### config.mk
export PLATFORM = sky130hd
export DESIGN_NAME = prc_remote_ctrl
export DESIGN_NICKNAME = d
export VERILOG_FILES = /design/src/shared/prc_pkg.sv /design/src/rtl/prc_remote_ctrl.sv
export VERILOG_INCLUDE_DIRS = /design/src /design/src/shared
export SDC_FILE = /design/constraint.sdc
export NUM_CORES = 1
export LEC_CHECK = 0
export ABC_AREA = 1
export BUFFER_PORTS_ARGS = -buffer_cell sky130_fd_sc_hd__buf_4
export CAP_MARGIN = 40
export CORE_ASPECT_RATIO = 0.8
export CORE_UTILIZATION = 24
export CTS_BUF_LIST = sky130_fd_sc_hd__clkbuf_4 sky130_fd_sc_hd__clkbuf_8 sky130_fd_sc_hd__clkbuf_16
export CTS_CLUSTER_DIAMETER = 60
export DETAILED_ROUTE_END_ITERATION = 6
export MAX_ROUTING_LAYER = met4
export SLEW_MARGIN = 20
export SYNTH_ARGS = -nofsm -noshare
export SYNTH_HDL_FRONTEND = slang
export SYNTH_SLANG_ARGS = --single-unit
### constraint.sdc
create_clock -name i_clk -period 3.8 [get_ports i_clk]
set_clock_uncertainty 0.05 [all_clocks]
set_input_delay 0.76 -clock i_clk [delete_from_list [all_inputs] [get_ports i_clk]]
set_output_delay 0.76 -clock i_clk [all_outputs]
set_load 0.02 [all_outputs]
### src/shared/prc_defs.svh
// Offsets, field positions and reset values for the pump remote control
`ifndef PRC_DEFS_SVH
`define PRC_DEFS_SVH

// -------------------------------------------------------------
// Register byte offsets
// -------------------------------------------------------------
`define PRC_OFS_CTRL 8'h00
`define PRC_OFS_CMD 8'h04
`define PRC_OFS_SPEED 8'h08
`define PRC_OFS_TEMP 8'h0C
`define PRC_OFS_STATUS 8'h10
`define PRC_OFS_BASE 8'h14

// -------------------------------------------------------------
// Control register fields
// -------------------------------------------------------------
`define PRC_CTRL_SERIAL_BIT 0
`define PRC_CTRL_ALT_EN_BIT 1
`define PRC_CTRL_ALT_SEL_BIT 2
`define PRC_CTRL_RST 3'h0

// -------------------------------------------------------------
// Command register fields (write-one pulses)
// -------------------------------------------------------------
`define PRC_CMD_START_BIT 0
`define PRC_CMD_STOP_BIT 1
`define PRC_CMD_CLR_BIT 2

// -------------------------------------------------------------
// Speed and temperature settings
// -------------------------------------------------------------
`define PRC_SPEED_NORM_RST 16'h0000
`define PRC_SPEED_ALT_RST 16'h0000
`define PRC_TEMP_SET_RST 12'h000
`define PRC_TEMP_BAND_RST 8'h0A
// Break contacts rest closed so a held reset still reads as stopped and healthy
`define PRC_CONT_RST 12'h122

`endif

### src/shared/prc_pkg.sv
// Types shared by the pump remote control block
package prc_pkg;

   // Contact pins from the host, active high means the contact is closed
   typedef struct packed {
      logic start;
      logic stop;
      logic fault_reset;
      logic hold;
      logic hold_en;
      logic port_sel;
      logic alt_sel;
   } prc_pins_t;

   // Status from the rest of the controller, same clock
   typedef struct packed {
      logic levitated;
      logic supply_ok;
      logic at_rated;
      logic stopped;
      logic fault;
      logic fault_pump;
      logic warn;
   } prc_stat_t;

   // Relay drives, high closes the contact
   typedef struct packed {
      logic levitate;
      logic accel;
      logic rated_mk;
      logic rated_bk;
      logic brake;
      logic fault_mk;
      logic fault_bk;
      logic warn;
      logic par_sel;
      logic band_mk;
      logic band_bk;
      logic alt;
   } prc_contacts_t;

   typedef enum logic [4:0] {
      PRC_IDLE  = 5'h01,
      PRC_WAIT  = 5'h02,
      PRC_ACCEL = 5'h04,
      PRC_RATED = 5'h08,
      PRC_BRAKE = 5'h10
   } prc_state_t;

endpackage

### src/rtl/prc_remote_ctrl.sv
// Remote contact interface, rotor sequencing and thermal control of a pump controller
//
// Function
// - Start with hold closed accelerates at once
// - Start with hold open waits for close
// - Hold opening while running brakes to stop
// - Re-closing hold never restarts; start needed
// - Separate alternate rated speed setting kept
// - Speed choice from pin or serial port
// - Levitation contact closed while bearing levitates and supply is ok
// - Spin-up contact closed while accelerating
// - Rated contacts make/break at rated speed
// - Braking contact closed while braking
// - Fault make closes, break opens on fault
// - Warning contact closed during warning
// - Parallel-select contact closed when parallel active
// - Status outputs work for either port
// - Alternate-speed contact when enabled and selected
// - Thermal unit runs whenever powered
// - Pump-originated fault stops thermal unit
// - Below setpoint: heater on, valve off
// - Above setpoint: heater off, valve on
// - Hold inputs effective with serial port active
//
// Local design decisions: the register addresses and register access over APB.
`timescale 1ns/10ps
`include "prc_defs.svh"

module prc_remote_ctrl (
   // Clock and reset
   input wire logic i_clk,
   input wire logic i_rst_n,
   // APB slave
   input wire logic i_psel,
   input wire logic i_penable,
   input wire logic i_pwrite,
   input wire logic [7:0] i_paddr,
   input wire logic [31:0] i_pwdata,
   output logic [31:0] o_prdata,
   output logic o_pready,
   output logic o_pslverr,
   // Host contacts and controller status
   input wire prc_pkg::prc_pins_t i_pins,
   input wire prc_pkg::prc_stat_t i_stat,
   input wire logic [11:0] i_base_temp,
   // Drive commands and relays
   output logic o_accel_cmd,
   output logic o_brake_cmd,
   output logic [15:0] o_speed_target,
   output logic o_heater,
   output logic o_valve,
   output prc_pkg::prc_contacts_t o_contacts
);
   import prc_pkg::*;

   // -------------------------------------------------------------
   // Reset release and pin synchronisers
   // -------------------------------------------------------------
   logic [1:0] rst_sync_q;
   logic rst_n;
   logic [6:0] pin_raw;
   logic [6:0] pin_s1_q;
   logic [6:0] pin_s2_q;
   logic start_prev_q;
   prc_pins_t pin;

   always_ff @(posedge i_clk or negedge i_rst_n) begin
      if (!i_rst_n) begin
         rst_sync_q <= 2'h0;
      end else begin
         rst_sync_q <= {rst_sync_q[0], 1'b1};
      end
   end
   assign rst_n = rst_sync_q[1];

   assign pin_raw = i_pins;
   genvar gi;
   generate
      for (gi = 0; gi < 7; gi++) begin : g_sync
         always_ff @(posedge i_clk or negedge rst_n) begin
            if (!rst_n) begin
               pin_s1_q[gi] <= 1'b0;
               pin_s2_q[gi] <= 1'b0;
            end else begin
               pin_s1_q[gi] <= pin_raw[gi];
               pin_s2_q[gi] <= pin_s1_q[gi];
            end
         end
      end
   endgenerate
   assign pin = prc_pins_t'(pin_s2_q);

   // -------------------------------------------------------------
   // APB register file
   // -------------------------------------------------------------
   logic [2:0] ctrl_q, ctrl_d;
   logic [15:0] spd_norm_q, spd_norm_d;
   logic [15:0] spd_alt_q, spd_alt_d;
   logic [11:0] temp_set_q, temp_set_d;
   logic [7:0] temp_band_q, temp_band_d;
   logic wr_en;
   logic rd_en;
   logic addr_ok;
   logic cmd_start;
   logic cmd_stop;
   logic cmd_clr;
   prc_state_t state_q, state_d;
   prc_contacts_t cont_q, cont_d;
   logic fault_q, fault_d;
   logic heater_q, heater_d;
   logic valve_q, valve_d;

   assign wr_en = i_psel && i_penable && i_pwrite;
   assign rd_en = i_psel && i_penable && !i_pwrite;
   assign o_pready = 1'b1;

   always_comb begin
      if (i_paddr == `PRC_OFS_CTRL) begin
         addr_ok = 1'b1;
      end else if (i_paddr == `PRC_OFS_CMD) begin
         addr_ok = 1'b1;
      end else if (i_paddr == `PRC_OFS_SPEED) begin
         addr_ok = 1'b1;
      end else if (i_paddr == `PRC_OFS_TEMP) begin
         addr_ok = 1'b1;
      end else if (i_paddr == `PRC_OFS_STATUS) begin
         addr_ok = 1'b1;
      end else if (i_paddr == `PRC_OFS_BASE) begin
         addr_ok = 1'b1;
      end else begin
         addr_ok = 1'b0;
      end
   end
   // Unmapped addresses error in the access phase and change nothing
   assign o_pslverr = i_psel && i_penable && !addr_ok;

   // Serial commands are pulses and only steer the rotor from the serial port
   assign cmd_start = wr_en && (i_paddr == `PRC_OFS_CMD) && i_pwdata[`PRC_CMD_START_BIT];
   assign cmd_stop = wr_en && (i_paddr == `PRC_OFS_CMD) && i_pwdata[`PRC_CMD_STOP_BIT];
   assign cmd_clr = wr_en && (i_paddr == `PRC_OFS_CMD) && i_pwdata[`PRC_CMD_CLR_BIT];

   always_comb begin
      ctrl_d = ctrl_q;
      spd_norm_d = spd_norm_q;
      spd_alt_d = spd_alt_q;
      temp_set_d = temp_set_q;
      temp_band_d = temp_band_q;
      if (wr_en && i_paddr == `PRC_OFS_CTRL) begin
         ctrl_d = i_pwdata[2:0];
      end else if (wr_en && i_paddr == `PRC_OFS_SPEED) begin
         spd_norm_d = i_pwdata[15:0];
         spd_alt_d = i_pwdata[31:16];
      end else if (wr_en && i_paddr == `PRC_OFS_TEMP) begin
         temp_set_d = i_pwdata[11:0];
         temp_band_d = i_pwdata[23:16];
      end
   end

   always_ff @(posedge i_clk or negedge rst_n) begin
      if (!rst_n) begin
         ctrl_q <= `PRC_CTRL_RST;
         spd_norm_q <= `PRC_SPEED_NORM_RST;
         spd_alt_q <= `PRC_SPEED_ALT_RST;
         temp_set_q <= `PRC_TEMP_SET_RST;
         temp_band_q <= `PRC_TEMP_BAND_RST;
      end else begin
         ctrl_q <= ctrl_d;
         spd_norm_q <= spd_norm_d;
         spd_alt_q <= spd_alt_d;
         temp_set_q <= temp_set_d;
         temp_band_q <= temp_band_d;
      end
   end

   always_comb begin
      o_prdata = 32'h0;
      if (rd_en && i_paddr == `PRC_OFS_CTRL) begin
         o_prdata = {29'h0, ctrl_q};
      end else if (rd_en && i_paddr == `PRC_OFS_SPEED) begin
         o_prdata = {spd_alt_q, spd_norm_q};
      end else if (rd_en && i_paddr == `PRC_OFS_TEMP) begin
         o_prdata = {8'h0, temp_band_q, 4'h0, temp_set_q};
      end else if (rd_en && i_paddr == `PRC_OFS_STATUS) begin
         o_prdata = {8'h0, fault_q, heater_q, valve_q, state_q, 4'h0, cont_q};
      end else if (rd_en && i_paddr == `PRC_OFS_BASE) begin
         o_prdata = {20'h0, i_base_temp};
      end
   end

   // -------------------------------------------------------------
   // Port selection and command sources
   // -------------------------------------------------------------
   logic par_active;
   logic hold_ok;
   logic start_req;
   logic stop_req;
   logic alt_sel;
   logic alt_on;

   // Closed select pin forces the parallel port whatever the mode bit says
   assign par_active = pin.port_sel || !ctrl_q[`PRC_CTRL_SERIAL_BIT];
   // Hold stays live on either port; open enable means no hold
   assign hold_ok = !pin.hold_en || pin.hold;
   assign start_req = par_active ? (pin.start && !start_prev_q) : cmd_start;
   assign stop_req = par_active ? pin.stop : cmd_stop;
   assign alt_sel = par_active ? pin.alt_sel : ctrl_q[`PRC_CTRL_ALT_SEL_BIT];
   assign alt_on = ctrl_q[`PRC_CTRL_ALT_EN_BIT] && alt_sel;

   // -------------------------------------------------------------
   // Rotor sequencer
   // -------------------------------------------------------------
   always_comb begin
      state_d = state_q;
      case (state_q)
         PRC_IDLE: begin
            if (start_req && !fault_q) begin
               state_d = hold_ok ? PRC_ACCEL : PRC_WAIT;
            end
         end
         PRC_WAIT: begin
            if (stop_req || fault_q) begin
               state_d = PRC_IDLE;
            end else if (hold_ok) begin
               state_d = PRC_ACCEL;
            end
         end
         PRC_ACCEL: begin
            if (!hold_ok || stop_req || fault_q) begin
               state_d = PRC_BRAKE;
            end else if (i_stat.at_rated) begin
               state_d = PRC_RATED;
            end
         end
         PRC_RATED: begin
            if (!hold_ok || stop_req || fault_q) begin
               state_d = PRC_BRAKE;
            end
         end
         PRC_BRAKE: begin
            // Hold closing again is ignored here; a fresh start is needed
            if (start_req && hold_ok && !fault_q) begin
               state_d = PRC_ACCEL;
            end else if (i_stat.stopped) begin
               state_d = PRC_IDLE;
            end
         end
         default: begin
            state_d = PRC_IDLE;
         end
      endcase
   end

   // Fault latch: a new fault in the clear cycle wins
   always_comb begin
      fault_d = fault_q;
      if (cmd_clr || pin.fault_reset) begin
         fault_d = 1'b0;
      end
      if (i_stat.fault) begin
         fault_d = 1'b1;
      end
   end

   // -------------------------------------------------------------
   // Thermal unit
   // -------------------------------------------------------------
   logic tmu_run;
   logic [12:0] temp_diff;
   logic in_band;

   // Runs while powered, stops only for a fault of the pump itself
   assign tmu_run = i_stat.supply_ok && !(fault_q && i_stat.fault_pump);
   assign temp_diff = (i_base_temp >= temp_set_q) ?
                      {1'b0, i_base_temp - temp_set_q} : {1'b0, temp_set_q - i_base_temp};
   assign in_band = temp_diff <= {5'h0, temp_band_q};

   always_comb begin
      heater_d = heater_q;
      valve_d = valve_q;
      if (!tmu_run) begin
         heater_d = 1'b0;
         valve_d = 1'b0;
      end else if (i_base_temp < temp_set_q) begin
         heater_d = 1'b1;
         valve_d = 1'b0;
      end else if (i_base_temp > temp_set_q) begin
         heater_d = 1'b0;
         valve_d = 1'b1;
      end
      // Equal temperature keeps both, avoiding relay chatter
   end

   // -------------------------------------------------------------
   // Contact flags, same on either port; only par_sel reports which port is active
   // -------------------------------------------------------------
   always_comb begin
      cont_d.levitate = i_stat.levitated && i_stat.supply_ok;
      cont_d.accel = (state_d == PRC_ACCEL);
      cont_d.rated_mk = (state_d == PRC_RATED);
      cont_d.rated_bk = (state_d != PRC_RATED);
      cont_d.brake = (state_d == PRC_BRAKE);
      cont_d.fault_mk = fault_d;
      cont_d.fault_bk = !fault_d;
      cont_d.warn = i_stat.warn;
      cont_d.par_sel = par_active;
      cont_d.band_mk = tmu_run && in_band;
      cont_d.band_bk = !(tmu_run && in_band);
      cont_d.alt = alt_on;
   end

   always_ff @(posedge i_clk or negedge rst_n) begin
      if (!rst_n) begin
         state_q <= PRC_IDLE;
         fault_q <= 1'b0;
         heater_q <= 1'b0;
         valve_q <= 1'b0;
         cont_q <= `PRC_CONT_RST;
         start_prev_q <= 1'b0;
         o_speed_target <= 16'h0;
      end else begin
         state_q <= state_d;
         fault_q <= fault_d;
         heater_q <= heater_d;
         valve_q <= valve_d;
         cont_q <= cont_d;
         start_prev_q <= pin.start;
         o_speed_target <= alt_on ? spd_alt_q : spd_norm_q;
      end
   end

   assign o_contacts = cont_q;
   assign o_heater = heater_q;
   assign o_valve = valve_q;
   assign o_accel_cmd = cont_q.accel;
   assign o_brake_cmd = cont_q.brake;
endmodule // prc_remote_ctrl

## After elaboration in Yosys (flattened, before gate mapping)

Cells that the tools add are included.

- Order comparisons: 4
- Eq/ne operators: 15
- Reduce and logical (&&, ||, !) cells: 44
- Multiplexer cells: 34
- $add $sub $neg: 2
- Bitwise logic cells: 2

Operator list:

| cell | count |
|---|---|
| 32-bit 2-to-1 mux | 2 |
| 24-bit 2-to-1 mux | 2 |
| 5-bit 2-to-1 mux | 8 |
| 1-bit logical AND | 25 |
| 5-bit one-hot mux with 5 select lines | 1 |
| 12-bit 2-to-1 mux | 2 |
| 12-bit subtractor | 2 |
| 1-bit 2-to-1 mux | 17 |
| 8-bit by 4-bit == test with 1-bit output, second input constant | 2 |
| 8-bit by 5-bit == test with 1-bit output, second input constant | 2 |
| 16-bit 2-to-1 mux | 1 |
| 12-bit >= comparator | 1 |
| 12-bit greater-than comparator | 1 |
| 12-bit by 8-bit less-or-equal comparator with 1-bit output | 1 |
| 12-bit < comparator | 1 |
| 5-bit by 3-bit == test with 1-bit output, second input constant | 2 |
| 5-bit by 4-bit == test with 1-bit output, second input constant | 2 |
| 5-bit == test, second input constant | 2 |
| 1-bit zero test | 10 |
| 8-bit by 3-bit == test with 1-bit output, second input constant | 1 |
| 8-bit zero test | 1 |
| 1-bit logical OR | 6 |
| 5-bit by 1-bit == test with 1-bit output, second input constant | 1 |
| 5-bit by 2-bit == test with 1-bit output, second input constant | 1 |
| 6 further kinds | 7 |

- Input bits: 71
- Bits in registers: 107
- Logic and storage cells: 138

## Depth between registers and ports, before layout

- Depth in word-level cells: 10
- Gate-level depth with buffers: 23

## Worst setup path after synthesis

Ideal clock, no wire load.

- Path kind: input-to-reg
- Start point: in i_base_temp[0]
- End point: reg cont_q (netlist bit o_contacts[2])
- Data required time: 3681 ps
- Stages: 23
- Arrival time: 3120 ps
- Setup slack: 561 ps
- Library setup time: 69 ps
- Buffers on the path: 1
- Cells stage by stage: inv_1 -> ha_1 -> inv_1 -> fa_1 -> inv_1 -> nor2_1 -> o21ai_2 -> nand2_2 -> nand2_2 -> nand2_2 -> nor2_2 -> buf_6 -> nand2_1 -> nand2_1 -> inv_1 -> ha_1 -> a21oi_1 -> o21ai_0 -> nand2_1 -> o211ai_1 -> a21oi_1 -> nand2_2 -> nor2_2

RTL lines:

| item | RTL line | RTL |
|---|---|---|
| start, declared | prc_remote_ctrl.sv:45 | `input wire logic [11:0] i_base_temp,` |
| end signal, assigned | prc_remote_ctrl.sv:317 | `` cont_q <= `PRC_CONT_RST; `` |
| end signal, assigned | prc_remote_ctrl.sv:325 | `cont_q <= cont_d;` |
| end, declared | prc_remote_ctrl.sv:108 | `prc_contacts_t cont_q, cont_d;` |

==> flow_summary.json <==
{
  "status": "finished, final reports clean",
  "arrival_ns": 3.66,
  "fmax_mhz": 293,
  "cts_resized": 0,
  "ys_types": 42,
  "worst-path-buf-inv": 6,
  "area_delta_synth_final_pct": 26.3,
  "htree_levels": 3,
  "peakVddDrop_mv": 0.193,
  "dpl.hpwl_um": 17100,
  "yosysWarnings": 0,
  "ys_top_cells_by_area": "dfrtp_1, nand2_1, inv_1",
  "synth.top_cell.area_share": 0.393,
  "clock-sinks": 107,
  "cp_slowest_cell": "fa_1",
  "finalSetupViolations": 0,
  "vias_per_cell": 4.41,
  "grt_pass1_wl_um": 32000,
  "crit_family": "simple AND/OR/NAND/NOR gates",
  "first_pass_iters": 5,
  "cts_buffer_depth": 2,
  "avgSynthCellArea_um2": 7.72,
  "cp_max_fo": 7,
  "relSlewSlack": 0.586,
  "grt_pass1_vias": 5595,
  "post-route-min-period_ns": 3.41,
  "yosysTopAreaCell": "dfrtp_1",
  "cts_made_buffers": 9,
  "cp-end-kind": "flip-flop",
  "port_buffers": 135,
  "cts_tree": "done",
  "tightest_slew_ns": 0.620,
  "syn-cell-area_um2": 6430,
  "vias": 5849,
  "wl_per_cell_um": 15.8,
  "antenna_cells": 0,
  "initial_utilization": 0.244,
  "fillers": 2827,
  "hold_buffers": 0,
  "ant_nets": 0,
  "clkSlewWorstSetupHoldPaths_ns": 0.07,
  "drc_errors": 0,
  "timing.setup.tns_ns": 0,
  "cts_setup_buffers": 0,
  "ys_seq_area_frac": 0.418,
  "grt_usage": 0.161,
  "first_iter_violations": 396,
  "drv_cap": 0,
  "rsz0062_at_grt": "no",
  "nets": 1069,
  "routabilityCongestion": 0.948,
  "p_per_area_nw_per_um2": 308,
  "grt_max_degree": 47,
  "synth_commonest_cells": "nand2_1, inv_1, dfrtp_1, o21ai_0, a21oi_1",
  "startpoint_type": "input port",
  "hold_viol": 0,
  "cp.required_ns": 4.04,
  "insertion_delay_ns": 0.36,
  "synth_edf_count": 0,
  "std_cell_rows": 53,
  "die_area_um2": 27500,
  "dieHeight_um": 148,
  "cp_slowest_stage_delay_ns": 0.44,
  "cp_common_cell": "inv_1",
  "synthCells": 833,
  "ys_seq_elements": 107,
  "hold_class": "input port to asynchronous set/reset pin",
  "core_um2": 26300,
  "grt-ovfl-total": 0,
  "worstPathCellList": "buf_4 -> inv_1 -> ha_1 -> inv_1 -> fa_1 -> inv_1 -> nor2_1 -> o21ai_2 -> nand2_2 -> nand2_2 -> nand2_2 -> nor2_2 -> inv_1 -> nand2_1 -> nand2_1 -> inv_1 -> ha_1 -> a21oi_1 -> o21ai_0 -> nand2_1 -> o211ai_1 -> a21oi_1 -> nand2_2 -> nor2_2",
  "wirelength_um": 21000,
  "final_layout_size_suffix_gt1_frac": 0.232,
  "cts-root-buf": "clkbuf_16",
  "critPathKind": "input port to flip-flop",
  "fin_util": 0.308,
  "p_leak_nw": 4.17,
  "finalMaxSlewViolations": 0,
  "async_flop_share": 1.00,
  "antenna_found_initial": 0,
  "die_w_um": 185,
  "synth_ff_type": "dfrtp_1",
  "finalCritPeriodShare": 0.898,
  "num_io_pins": 137,
  "total_power_mw": 2.50,
  "synth.most_common_cell": "nand2_1"
}
## metrics by stage
stage	cells	setup slack (ns)	hold slack (ns)	area, um^2
final	1327	0.388	0.116	8120
after CTS	1327	0.392	0.0964	8120
after floorplan	834	0.559	0.281	6430
after detailed placement	1311	0.0139	0.286	7830
after global routing	1327	0.00171	0.0979	8120
after global placement	1311	0.102	0.283	7830
## cells by family (layout without fill, tap and decap cells)
family | count (synthesis) | after routing | share of synthesized area
fa+ha+maj | 33 | 33 | 0.0665
other cells | 1 | 2 | 0.000583
compound gates | 144 | 144 | 0.126
flops | 107 | 107 | 0.418
buf+inv | 177 | 313 | 0.115
xor+xnor | 11 | 11 | 0.0150
mux | 4 | 4 | 0.00700
simple gates | 356 | 356 | 0.253
## cells in the final DEF, fill, tap and decap left out, drive strengths merged, types with 2 or more instances in the layout
master    n
a21oi    45
a31oi     8
buf     151
clkbuf   12
conb      2
dfrtp   101
dfstp     6
fa        2
ha       31
inv     149
mux2      4
nand2   235
nand3    39
nand4    15
nor2     49
nor3     12
nor3b     6
o211ai    6
o21ai    74
o21bai    3
o221ai    6
xnor2     3
xor2      8
## where the power goes
part	total, mW	internal [mW]	switching [mW]
logic	0.355	0.146	0.209
clock network	0.937	0.495	0.443
registers	1.21	1.17	0.0370
total	2.50	1.82	0.688
## worst reg2reg max path, stage by stage, from the launching register on
cell and delay [ns]:
dfrtp_1 0.43, ha_1 0.19, inv_1 0.09, fa_1 0.44, inv_1 0.08, nor2_1 0.06, o21ai_2 0.14, nand2_2 0.08
nand2_2 0.06, nand2_2 0.06, nor2_2 0.22, inv_1 0.17, nand2_1 0.09, nand2_1 0.05, inv_1 0.05, ha_1 0.23
a21oi_1 0.14, o21ai_0 0.09, nand2_1 0.06, o211ai_1 0.08, a21oi_1 0.23, nand2_2 0.08, nor2_2 0.08
## worst paths after layout
| path | slack [ns] | startpoint | end | cells past startpoint |
|---|---|---|---|---|
| worst max-delay path | 0.39 | i_base_temp[0] | o_contacts[2] | 24 |
| worst min-delay path | 0.12 | i_rst_n | rst_sync_q[1] | 1 |
| worst max register to register | 0.49 | temp_set_q[0] | o_contacts[2] | 22 |
| worst min register to register | 0.30 | rst_sync_q[1] | pin[1] | 0 |
| max in group asynchronous | 2.52 | rst_sync_q[1] | o_contacts[1] | 1 |
| min in group i_clk | 0.30 | rst_sync_q[0] | rst_sync_q[1] | 0 |
## flip-flops by register name, indices dropped and copies added, names as in the netlist
register / flops
o_accel_cmd: 1
temp_set_q: 12
state_q: 5
rst_sync_q: 2
ctrl_q: 3
o_valve: 1
pin_s1_q: 7
spd_alt_q: 16
o_brake_cmd: 1
o_contacts: 9
fault_q: 1
o_heater: 1
pin: 7
o_speed_target: 16
start_prev_q: 1
temp_band_q: 8
spd_norm_q: 16
## final cells by class
class | instances | area [um^2] | share of cell area
multi-input cells | 550 | 3010 | 0.371
clock buffers | 12 | 260 | 0.0320
repair buffers | 151 | 1130 | 0.140
clock inverters | 4 | 31.3 | 0.00385
well taps | 357 | 447 | 0.0550
inverters | 146 | 551 | 0.0678
flip-flops and latches | 107 | 2690 | 0.331
## per-layer routing
| layer | up-vias | part of all wire | global-route usage |
|---|---|---|---|
| met4 | 0 | 0.0071 | 0.0293 |
| li1 | 2890 | - | - |
| met2 | 175 | 0.43 | 0.234 |
| met3 | 15 | 0.067 | 0.0370 |
| met5 | - | 0 | - |
| met1 | 2769 | 0.49 | 0.229 |
No activity file was read; power rests on OpenSTA's default activity.
